## src/logic/ssi_pkg.sv

```systemverilog
// Shared constants, register map and types of the sensor shield register bank
package ssi_pkg;

  // ==========================================================================
  // Slave identity and link limits
  // ==========================================================================
  localparam logic [6:0]  SLAVE_ADDR    = 7'h42;
  localparam int          BUS_MAX_KBPS  = 400;
  localparam int          CLK_HZ        = 20_000_000;

  // ==========================================================================
  // Register offsets (byte pointer values)
  // ==========================================================================
  localparam logic [7:0]  OFS_DAC       = 8'h00;
  localparam logic [7:0]  OFS_LAMP_BITS = 8'h04;
  localparam logic [7:0]  OFS_LAMP_SEL  = 8'h05;
  localparam logic [7:0]  OFS_INPUT     = 8'h06;
  localparam logic [7:0]  OFS_TEMP      = 8'h07;
  localparam logic [7:0]  OFS_HUM       = 8'h0b;
  localparam logic [7:0]  OFS_LUX       = 8'h0f;
  localparam logic [7:0]  OFS_KNOB      = 8'h13;
  localparam logic [7:0]  OFS_END       = 8'h17;
  localparam int          NUM_RW        = 6;

  // ==========================================================================
  // Field positions
  // ==========================================================================
  localparam int          IN_TOUCH_LSB  = 0;
  localparam int          IN_MECH1_BIT  = 4;
  localparam int          IN_MECH2_BIT  = 5;
  localparam int          IN_PROX_BIT   = 6;
  localparam int          SEL_MANUAL_BIT = 0;

  // ==========================================================================
  // Reset values and fixed data
  // ==========================================================================
  localparam logic [31:0] RST_DAC       = 32'h0000_0000;
  localparam logic [7:0]  RST_LAMP_BITS = 8'h00;
  localparam logic [7:0]  RST_LAMP_SEL  = 8'h00;
  localparam logic [47:0] RST_RW_BYTES  = {RST_LAMP_SEL, RST_LAMP_BITS, RST_DAC};
  localparam logic [7:0]  OUT_OF_MAP    = 8'h00;
  localparam logic [31:0] FLOAT_ZERO    = 32'h0000_0000;
  localparam logic [31:0] FLOAT_2V4     = 32'h4019_999a;

  // ==========================================================================
  // Timing
  // ==========================================================================
  localparam int          IRQ_PULSE_US  = 1500;
  localparam int          IRQ_PULSE_CYC = IRQ_PULSE_US * (CLK_HZ / 1_000_000);
  localparam int          BLINK_HALF_MS = 500;
  localparam int          BLINK_HALF_CYC = BLINK_HALF_MS * (CLK_HZ / 1000);

  // ==========================================================================
  // Slave protocol states
  // ==========================================================================
  typedef enum logic [2:0] {
    ST_IDLE, ST_ADDR, ST_ACK_ADDR, ST_WRITE, ST_ACK_WRITE, ST_READ, ST_READ_ACK
  } ssi_state_t;

  // Clamp a single-precision value into 0 .. 2.4; negatives go to zero
  function automatic logic [31:0] ssi_clamp_span(input logic [31:0] f);
    logic [31:0] r;
    r = f;
    if (f[31]) begin
      r = FLOAT_ZERO;
    end else if (f[30:0] > FLOAT_2V4[30:0]) begin
      r = FLOAT_2V4;
    end
    return r;
  endfunction

endpackage

```

## src/logic/ssi_regfile.sv

```systemverilog
// Byte-addressed register file with writable bytes and registered read port
module ssi_regfile (
  // Clock and reset
  input  wire logic        clk_sys,
  input  wire logic        rst_n,
  // Write port
  input  wire logic        wr_en,
  input  wire logic [7:0]  wr_addr,
  input  wire logic [7:0]  wr_data,
  // Read port
  input  wire logic [7:0]  rd_addr,
  output logic      [7:0]  rd_data_ff,
  // Read-only sources
  input  wire logic [7:0]  input_flags,
  input  wire logic [31:0] temperature,
  input  wire logic [31:0] humidity,
  input  wire logic [31:0] light_lux,
  input  wire logic [31:0] knob_volts,
  // Writable contents
  output logic      [31:0] dac_word,
  output logic      [7:0]  lamp_bits,
  output logic      [7:0]  lamp_sel
);

  logic [7:0] rw_ff [ssi_pkg::NUM_RW];
  logic [7:0] nxt_rd_data;

  // ==========================================================================
  // Writable bytes; writes above them are taken and dropped
  // ==========================================================================
  for (genvar i = 0; i < ssi_pkg::NUM_RW; i++) begin : g_rw
    always_ff @(posedge clk_sys) begin
      if (!rst_n) begin
        rw_ff[i] <= ssi_pkg::RST_RW_BYTES[8*i +: 8];
      end else if (wr_en && (wr_addr == 8'(i))) begin
        rw_ff[i] <= wr_data;
      end
    end
  end

  // Byte lane of a float, least significant byte at the lowest offset
  function automatic logic [7:0] lane_of(input logic [31:0] w, input logic [1:0] lane);
    return w[{lane, 3'b000} +: 8];
  endfunction

  // ==========================================================================
  // Read decode
  // ==========================================================================
  always_comb begin
    nxt_rd_data = ssi_pkg::OUT_OF_MAP;
    if (rd_addr < ssi_pkg::OFS_INPUT) begin
      nxt_rd_data = rw_ff[3'(rd_addr)];
    end else if (rd_addr == ssi_pkg::OFS_INPUT) begin
      nxt_rd_data = input_flags;
    end else if (rd_addr < ssi_pkg::OFS_HUM) begin
      nxt_rd_data = lane_of(temperature, 2'(rd_addr - ssi_pkg::OFS_TEMP));
    end else if (rd_addr < ssi_pkg::OFS_LUX) begin
      nxt_rd_data = lane_of(humidity, 2'(rd_addr - ssi_pkg::OFS_HUM));
    end else if (rd_addr < ssi_pkg::OFS_KNOB) begin
      nxt_rd_data = lane_of(light_lux, 2'(rd_addr - ssi_pkg::OFS_LUX));
    end else if (rd_addr < ssi_pkg::OFS_END) begin
      nxt_rd_data = lane_of(knob_volts, 2'(rd_addr - ssi_pkg::OFS_KNOB));
    end
  end

  // Registered read data
  always_ff @(posedge clk_sys) begin
    if (!rst_n) begin
      rd_data_ff <= ssi_pkg::OUT_OF_MAP;
    end else begin
      rd_data_ff <= nxt_rd_data;
    end
  end

  assign dac_word  = {rw_ff[3], rw_ff[2], rw_ff[1], rw_ff[0]};
  assign lamp_bits = rw_ff[4];
  assign lamp_sel  = rw_ff[5];

endmodule

```

## src/logic/ssi_top.sv

```systemverilog
// Sensor shield coprocessor digital side: pointer-based two-wire slave and pin routing
module ssi_top #(
  parameter int IRQ_PULSE_CYC  = ssi_pkg::IRQ_PULSE_CYC,
  parameter int BLINK_HALF_CYC = ssi_pkg::BLINK_HALF_CYC
) (
  // Clock and reset
  input  wire logic        clk_sys,
  input  wire logic        rst_n,
  // Two-wire slave pins
  input  wire logic        scl_i,
  input  wire logic        sda_i,
  output logic             sda_o,
  output logic             sda_oe_n,
  // Sensing inputs
  input  wire logic [3:0]  touch_key,
  input  wire logic        prox_detect,
  input  wire logic        mech_button_one_n,
  input  wire logic        mech_button_two_n,
  input  wire logic        boot_mode,
  // Measurement words from the conversion side
  input  wire logic [31:0] temperature_celsius,
  input  wire logic [31:0] humidity_percent,
  input  wire logic [31:0] light_level_lux,
  input  wire logic [31:0] knob_raw,
  // Host header pins
  input  wire logic        hdr_lamp_one_pin,
  input  wire logic        hdr_lamp_two_pin,
  output logic             hdr_button_one_pin,
  output logic             hdr_button_two_pin,
  output logic             hdr_touch_irq_pin,
  // Board lamps, active low
  output logic             user_lamp_one_n,
  output logic             user_lamp_two_n,
  output logic [3:0]       touch_lamp_n,
  output logic             prox_lamp_n,
  // Analog output setpoint
  output logic [31:0]      dac_setpoint_volts
);

  // ==========================================================================
  // Declarations
  // ==========================================================================
  ssi_pkg::ssi_state_t state_ff;
  logic        scl_q_ff, sda_q_ff;
  logic [7:0]  shift_ff, tx_ff;
  logic [2:0]  bit_cnt_ff;
  logic        byte_full_ff, first_ff, rw_ff, nack_ff;
  logic [7:0]  base_ptr_ff, ptr_ff;
  logic        wr_en_ff;
  logic [7:0]  wr_addr_ff, wr_data_ff, rd_data;
  logic [7:0]  input_flags_ff, lamp_bits, lamp_sel;
  logic [31:0] knob_sat_ff, dac_word;
  logic [3:0]  touch_prev_ff, nxt_lit;
  logic [31:0] irq_cnt_ff, blink_cnt_ff;
  logic        blink_ff;
  logic        scl_rise, scl_fall, start_det, stop_det;

  // ==========================================================================
  // Bus line edges and conditions
  // ==========================================================================
  // Previous samples; pins are already synchronous to clk_sys
  always_ff @(posedge clk_sys) begin
    if (!rst_n) begin
      scl_q_ff <= 1'b1;
      sda_q_ff <= 1'b1;
    end else begin
      scl_q_ff <= scl_i;
      sda_q_ff <= sda_i;
    end
  end

  // A data change while the clock is high marks start or stop
  assign scl_rise  = scl_i & ~scl_q_ff;
  assign scl_fall  = ~scl_i & scl_q_ff;
  assign start_det = scl_i & scl_q_ff & sda_q_ff & ~sda_i;
  assign stop_det  = scl_i & scl_q_ff & ~sda_q_ff & sda_i;

  // ==========================================================================
  // Slave protocol engine
  // ==========================================================================
  // Outputs change only on clock falls; 400 kbps leaves about 25 cycles
  // of low phase at 20 MHz, ample for the two-cycle read data path
  always_ff @(posedge clk_sys) begin
    if (!rst_n) begin
      state_ff     <= ssi_pkg::ST_IDLE;
      shift_ff     <= 8'h00;
      tx_ff        <= 8'h00;
      bit_cnt_ff   <= 3'h0;
      byte_full_ff <= 1'b0;
      first_ff     <= 1'b0;
      rw_ff        <= 1'b0;
      nack_ff      <= 1'b0;
      base_ptr_ff  <= 8'h00;
      ptr_ff       <= 8'h00;
      wr_en_ff     <= 1'b0;
      wr_addr_ff   <= 8'h00;
      wr_data_ff   <= 8'h00;
      sda_oe_n     <= 1'b1;
      sda_o        <= 1'b0; // Line only ever pulled low, level fixed at zero
    end else begin
      wr_en_ff <= 1'b0;
      if (start_det) begin
        // Repeated start is legal from any state
        state_ff     <= ssi_pkg::ST_ADDR;
        bit_cnt_ff   <= 3'h0;
        byte_full_ff <= 1'b0;
        sda_oe_n     <= 1'b1;
      end else if (stop_det) begin
        state_ff <= ssi_pkg::ST_IDLE;
        sda_oe_n <= 1'b1;
      end else begin
        unique case (state_ff)
          ssi_pkg::ST_IDLE: begin
          end
          ssi_pkg::ST_ADDR, ssi_pkg::ST_WRITE: begin
            if (scl_rise) begin
              shift_ff     <= {shift_ff[6:0], sda_i};
              bit_cnt_ff   <= bit_cnt_ff + 3'h1;
              byte_full_ff <= (bit_cnt_ff == 3'h7);
            end else if (scl_fall && byte_full_ff) begin
              byte_full_ff <= 1'b0;
              if (state_ff == ssi_pkg::ST_ADDR) begin
                if (shift_ff[7:1] == ssi_pkg::SLAVE_ADDR) begin
                  rw_ff    <= shift_ff[0];
                  ptr_ff   <= base_ptr_ff;
                  sda_oe_n <= 1'b0;
                  state_ff <= ssi_pkg::ST_ACK_ADDR;
                end else begin
                  state_ff <= ssi_pkg::ST_IDLE;
                end
              end else begin
                sda_oe_n <= 1'b0;
                state_ff <= ssi_pkg::ST_ACK_WRITE;
                if (first_ff) begin
                  first_ff    <= 1'b0;
                  base_ptr_ff <= shift_ff;
                  ptr_ff      <= shift_ff;
                end else begin
                  // Read-only targets are acknowledged; the file drops them
                  wr_en_ff   <= 1'b1;
                  wr_addr_ff <= ptr_ff;
                  wr_data_ff <= shift_ff;
                  ptr_ff     <= ptr_ff + 8'h01;
                end
              end
            end
          end
          ssi_pkg::ST_ACK_ADDR: begin
            if (scl_fall) begin
              bit_cnt_ff <= 3'h0;
              if (rw_ff) begin
                tx_ff    <= rd_data;
                sda_oe_n <= rd_data[7];
                ptr_ff   <= ptr_ff + 8'h01;
                state_ff <= ssi_pkg::ST_READ;
              end else begin
                first_ff <= 1'b1;
                sda_oe_n <= 1'b1;
                state_ff <= ssi_pkg::ST_WRITE;
              end
            end
          end
          ssi_pkg::ST_ACK_WRITE: begin
            if (scl_fall) begin
              sda_oe_n <= 1'b1;
              state_ff <= ssi_pkg::ST_WRITE;
            end
          end
          ssi_pkg::ST_READ: begin
            if (scl_fall) begin
              if (bit_cnt_ff == 3'h7) begin
                sda_oe_n <= 1'b1;
                state_ff <= ssi_pkg::ST_READ_ACK;
              end else begin
                tx_ff      <= {tx_ff[6:0], 1'b0};
                sda_oe_n   <= tx_ff[6];
                bit_cnt_ff <= bit_cnt_ff + 3'h1;
              end
            end
          end
          ssi_pkg::ST_READ_ACK: begin
            if (scl_rise) begin
              nack_ff <= sda_i;
            end else if (scl_fall) begin
              if (nack_ff) begin
                state_ff <= ssi_pkg::ST_IDLE;
              end else begin
                tx_ff      <= rd_data;
                sda_oe_n   <= rd_data[7];
                bit_cnt_ff <= 3'h0;
                ptr_ff     <= ptr_ff + 8'h01;
                state_ff   <= ssi_pkg::ST_READ;
              end
            end
          end
        endcase
      end
    end
  end

  // ==========================================================================
  // Register file
  // ==========================================================================
  ssi_regfile u_regfile (
    .clk_sys     (clk_sys),
    .rst_n       (rst_n),
    .wr_en       (wr_en_ff),
    .wr_addr     (wr_addr_ff),
    .wr_data     (wr_data_ff),
    .rd_addr     (ptr_ff),
    .rd_data_ff  (rd_data),
    .input_flags (input_flags_ff),
    .temperature (temperature_celsius),
    .humidity    (humidity_percent),
    .light_lux   (light_level_lux),
    .knob_volts  (knob_sat_ff),
    .dac_word    (dac_word),
    .lamp_bits   (lamp_bits),
    .lamp_sel    (lamp_sel)
  );

  // Status byte, saturated knob reading and setpoint held inside its honoured span
  always_ff @(posedge clk_sys) begin
    if (!rst_n) begin
      input_flags_ff     <= 8'h00;
      knob_sat_ff        <= ssi_pkg::FLOAT_ZERO;
      dac_setpoint_volts <= ssi_pkg::RST_DAC;
    end else begin
      input_flags_ff <= 8'h00;
      input_flags_ff[ssi_pkg::IN_TOUCH_LSB +: 4] <= touch_key;
      input_flags_ff[ssi_pkg::IN_MECH1_BIT] <= ~mech_button_one_n;
      input_flags_ff[ssi_pkg::IN_MECH2_BIT] <= ~mech_button_two_n;
      input_flags_ff[ssi_pkg::IN_PROX_BIT]  <= prox_detect;
      knob_sat_ff <= ssi_pkg::ssi_clamp_span(knob_raw);
      dac_setpoint_volts <= ssi_pkg::ssi_clamp_span(dac_word);
    end
  end

  // ==========================================================================
  // Touch lamps and proximity lamp
  // ==========================================================================
  // Manual byte or live keys, chosen by the source select bit
  assign nxt_lit = lamp_sel[ssi_pkg::SEL_MANUAL_BIT] ? lamp_bits[3:0] : touch_key;

  // Lamps are active low on the board
  always_ff @(posedge clk_sys) begin
    if (!rst_n) begin
      touch_lamp_n <= 4'hf;
      prox_lamp_n  <= 1'b1;
    end else begin
      touch_lamp_n <= ~nxt_lit;
      prox_lamp_n  <= ~prox_detect;
    end
  end

  // ==========================================================================
  // Touch change interrupt
  // ==========================================================================
  // A change during a pulse restarts it, so closely spaced changes merge
  always_ff @(posedge clk_sys) begin
    if (!rst_n) begin
      touch_prev_ff     <= 4'h0;
      irq_cnt_ff        <= 32'h0000_0000;
      hdr_touch_irq_pin <= 1'b0;
    end else begin
      touch_prev_ff <= touch_key;
      if (touch_key != touch_prev_ff) begin
        irq_cnt_ff        <= 32'(IRQ_PULSE_CYC - 1);
        hdr_touch_irq_pin <= 1'b1;
      end else if (irq_cnt_ff != 32'h0000_0000) begin
        irq_cnt_ff <= irq_cnt_ff - 32'h0000_0001;
      end else begin
        hdr_touch_irq_pin <= 1'b0;
      end
    end
  end

  // ==========================================================================
  // Header routing and boot-mode blink
  // ==========================================================================
  // Half-period divider for the alternating boot indication
  always_ff @(posedge clk_sys) begin
    if (!rst_n) begin
      blink_cnt_ff <= 32'h0000_0000;
      blink_ff     <= 1'b0;
    end else if (blink_cnt_ff == 32'(BLINK_HALF_CYC - 1)) begin
      blink_cnt_ff <= 32'h0000_0000;
      blink_ff     <= ~blink_ff;
    end else begin
      blink_cnt_ff <= blink_cnt_ff + 32'h0000_0001;
    end
  end

  // Host lamp pins are ignored in boot mode; the header button pins follow the buttons in every mode
  always_ff @(posedge clk_sys) begin
    if (!rst_n) begin
      hdr_button_one_pin <= 1'b1;
      hdr_button_two_pin <= 1'b1;
      user_lamp_one_n    <= 1'b1;
      user_lamp_two_n    <= 1'b1;
    end else begin
      hdr_button_one_pin <= mech_button_one_n;
      hdr_button_two_pin <= mech_button_two_n;
      if (boot_mode) begin
        user_lamp_one_n <= blink_ff;
        user_lamp_two_n <= ~blink_ff;
      end else begin
        user_lamp_one_n <= ~hdr_lamp_one_pin;
        user_lamp_two_n <= ~hdr_lamp_two_pin;
      end
    end
  end

endmodule

```

## config.mk

```make
export PLATFORM = sky130hd
export DESIGN_NAME = ssi_top
export DESIGN_NICKNAME = d
export VERILOG_FILES = /design/src/logic/ssi_pkg.sv /design/src/logic/ssi_regfile.sv /design/src/logic/ssi_top.sv
export SDC_FILE = /design/constraint.sdc
export NUM_CORES = 1
export LEC_CHECK = 0
export ABC_AREA = 1
export BUFFER_PORTS_ARGS = -buffer_cell sky130_fd_sc_hd__buf_2
export CAP_MARGIN = 20
export CORE_UTILIZATION = 52
export DETAILED_ROUTE_END_ITERATION = 12
export PLACE_DENSITY = 0.76
export SYNTH_ARGS = -nofsm -noshare
export SYNTH_HDL_FRONTEND = slang
export SYNTH_SLANG_ARGS = --single-unit
```

## constraint.sdc

```tcl
create_clock -name clk_sys -period 2.6 [get_ports clk_sys]
set_clock_uncertainty 0.15 [all_clocks]
set_input_delay 0.52 -clock clk_sys [delete_from_list [all_inputs] [get_ports clk_sys]]
set_output_delay 0.52 -clock clk_sys [all_outputs]
set_load 0.01 [all_outputs]
```

==> summary.txt <==
Clock network
  • Root buf cell: clkbuf_16
  • TritonCTS clock tree: done
  • Worst-path clk slew: approximately 60 ps
  • H-tree depth: 1
  • Skew-Pair Late Insertion Delay: 550 ps
  • Max clock buf depth: 3
  • Cts bufs inserted: 28
  • Sink Count: 264

Route
  • Iteration-0 DRC Markers: roughly 1k
  • Final wirelength: 35,000 microns
  • DRT Pass-1 Iters: 6
  • Post-route ant nets: 0
  • Drt drc: 0
  • Routed wire per std cell: 14.6 microns
  • DR vias/cell: 5.29
  • Via count: ~13k

Layout
  • Layout Nets: 2,198
  • Area Growth Syn to Fin: 17.8%
  • # diodes: 0
  • Ratio of cells with drive above 1 in the final layout: 0.145
  • Fillcell total: 2,208

Synth
  • Cell Area, Synth: roughly 13,000 sq um
  • Ys Warns: 0
  • Mapped Avg Cell Area: 6.97 sq um
  • EDFF count, synth: 48
  • Synth cell types: 43
  • Top_reg_cell synth: dfxtp_1
  • Post-synthesis sequential area ratio: 0.442
  • Flip-flop and latch count after synthesis: roughly 260
  • FFs w/ async S/R, synth: 0
  • Syn Inst Count: 1,871

Timing
  • RSZ-0062 raised after global routing: false
  • Crit path time final: 2260 ps
  • Setup TNS: 0 ps
  • FMAX: ~440 MHz
  • Pins over their slew limit: 0
  • Fin worst setup slack: roughly 340 ps
  • Tightest Pin Transition: 841 ps
  • Count of final hold-check violations: 0
  • Slew Limit Headroom: 0.439
  • Period utilization: 0.869
  • Final setup viols: 0

GRT
  • Largest net degree at the start of global routing: 78
  • Total track usage: 0.270
  • Initial antenna violation count: 0
  • Vias in the first global route: 11.9k
  • Global-route wire length before repair: 57,400 microns
  • GRT overflow: 0

Die
  • Ports: 186
  • # rows: 57
  • Placeable Area: approximately 24,000 sq um
  • Die ar.: 25,700 sq um
  • Die X: 160 microns
  • Initial Utilization: 0.533
  • Die H: 160 microns

Power and ir drop
  • Pwr Density: between 900 and 1000 nW/um^2
  • Maximum vdd ir drop: 0.000622 V
  • Leakage: around 6.7 nW

Placement
  • Post-DP HPWL: 26,000 microns
  • Pre-CTS setup slack: 101 ps
  • Port bufs: 183
  • Routability cong.: 0.987

Hold path
  • Hold Path Class: primary input to register

Outcome
  • Status: completed

Critical path
  • Startpoint type of the worst setup path: register
  • Arr. time, crit path: 2540 ps
  • Required @ worst endpoint: 2880 ps
  • Worst setup path class: register to register
  • Crit path max fanout: 52
  • Crit end category: register
  • R2R setup slack: about 340 ps

Job
  • Maximum Capacitance Violations: 0
-- layer usage --
layer,part of all wire,routed length (microns),vias up,global-route usage
li1,-,-,6419,-
met1,0.44,15400,5694,0.356
met2,0.46,16200,453,0.450
met3,0.060,2100,89,0.0377
met4,0.034,1200,0,0.101
met5,0,0,-,0
-- where the power goes --
| group | leakage (nW) | total [W] | internal [W] | switching [W] |
|---|---|---|---|---|
| registers | 2.26 | 0.00474 | 0.00448 | 0.000264 |
| logic | 3.92 | 0.00495 | 0.00165 | 0.00331 |
| clock network | 0.499 | 0.00432 | 0.00269 | 0.00163 |
-- metrics by stage --
| stage | util | area [sq um] | hold slack (ps) | total power (W) | instances |
|---|---|---|---|---|---|
| 5_1_grt | 0.628 | 15400 | 26.8 | 0.0149 | 2394 |
| 2_1_floorplan | - | 13100 | 275 | 0.00823 | 1872 |
| 4_1_cts | 0.628 | 15400 | 3.22 | 0.0140 | 2393 |
| 3_3_place_gp | 0.584 | 14300 | 285 | 0.00956 | 2337 |
| 6_report | 0.628 | 15400 | 11.3 | 0.0140 | 2394 |
| 3_5_place_dp | 0.584 | 14300 | 296 | 0.00963 | 2337 |
-- flip-flops by register name (all words and copies together) (netlist names), 8 cells and up, named ones only --
| signal | flops |
|---|---|
| dac_setpoint_volts | 31 |
| u_regfile.rw_ff | 48 |
| shift_ff | 8 |
| knob_sat_ff | 31 |
| wr_addr_ff | 8 |
| blink_cnt_ff | 32 |
| wr_data_ff | 8 |
| base_ptr_ff | 8 |
| ptr_ff | 8 |
| irq_cnt_ff | 32 |
| u_regfile.rd_data_ff | 8 |
-- worst max-delay path: stages (launching register included) --
cell,delay [ps]
dfxtp_2,340
buf_4,270
ha_1,300
nand2_1,100
nand3_1,90
nor2_2,280
inv_1,190
nand3_1,130
nand2_1,60
nand2_1,60
nand2_1,50
nand2_1,60
a21oi_1,50
-- final cells by class --
cell class | instances | area, sq um | area share
multi-input cells | 1337 | 6230 | 0.406
flip-flops and latches | 264 | 5770 | 0.375
repair buffers | 212 | 1170 | 0.0761
clock buffers | 38 | 812 | 0.0528
inverters | 205 | 769 | 0.0501
well taps | 324 | 405 | 0.0264
clock inverters | 14 | 210 | 0.0137
-- cells in the final DEF, fill, tap and decap left out, types with 17 or more instances in the layout --
| master | instances |
|---|---|
| a21oi_1 | 156 |
| nand4_1 | 33 |
| nand2_1 | 409 |
| nor2_1 | 331 |
| nor3_1 | 40 |
| o21ai_0 | 117 |
| xor2_1 | 24 |
| buf_4 | 23 |
| buf_2 | 183 |
| inv_1 | 195 |
| dfxtp_1 | 215 |
| xnor2_1 | 17 |
| edfxtp_1 | 48 |
| clkbuf_16 | 29 |
| nand3_1 | 96 |
-- repair_timing --
action,CTS,global route
hold buffers,4,0
endpoints found under the hold margin,4,0
endpoints found under the setup margin,0,3
gates resized for setup,0,1
setup buffers,0,0
-- synthesized netlist by cell type, types with 17 or more instances --
| cell | count | area [sq um] |
|---|---|---|
| clkbuf_1 | 44 | 165 |
| o21ai_0 | 117 | 586 |
| nand3_1 | 96 | 480 |
| a21oi_1 | 156 | 781 |
| dfxtp_1 | 216 | 4320 |
| nor3_1 | 40 | 200 |
| edfxtp_1 | 48 | 1440 |
| xor2_1 | 24 | 210 |
| inv_1 | 195 | 732 |
| nor2_1 | 332 | 1250 |
| buf_2 | 17 | 85.1 |
| xnor2_1 | 17 | 149 |
| nand2_1 | 409 | 1540 |
| nand4_1 | 33 | 206 |
-- path summary, 6_finish.rpt --
check                                            start                                 end  depth (start not counted)
worst max register to register  ptr_ff[0]$_SDFFE_PN0P_  u_regfile.rd_data_ff[3]$_SDFF_PN0_                         12
worst min register to register   tx_ff[5]$_SDFFE_PN0P_               tx_ff[5]$_SDFFE_PN0P_                          2
worst min-delay path                       prox_detect              prox_lamp_n$_SDFF_PN1_                          2
worst max-delay path            ptr_ff[0]$_SDFFE_PN0P_  u_regfile.rd_data_ff[3]$_SDFF_PN0_                         12
-- logic make-up (layout without fill, tap and decap cells) --
| group | count (synthesis) | count (layout) | synth area share |
|---|---|---|---|
| xor gates and xnor gates | 41 | 41 | 0.0275 |
| DFF | 264 | 264 | 0.442 |
| and+or+nand+nor | 968 | 968 | 0.314 |
| adders and majority gates | 8 | 8 | 0.00767 |
| buffers and inverters | 271 | 469 | 0.0808 |
| AOI/OAI and AO/OA | 318 | 318 | 0.128 |
| other | 1 | 2 | 0.000287 |
No activity file was read; power rests on OpenSTA's default activity.
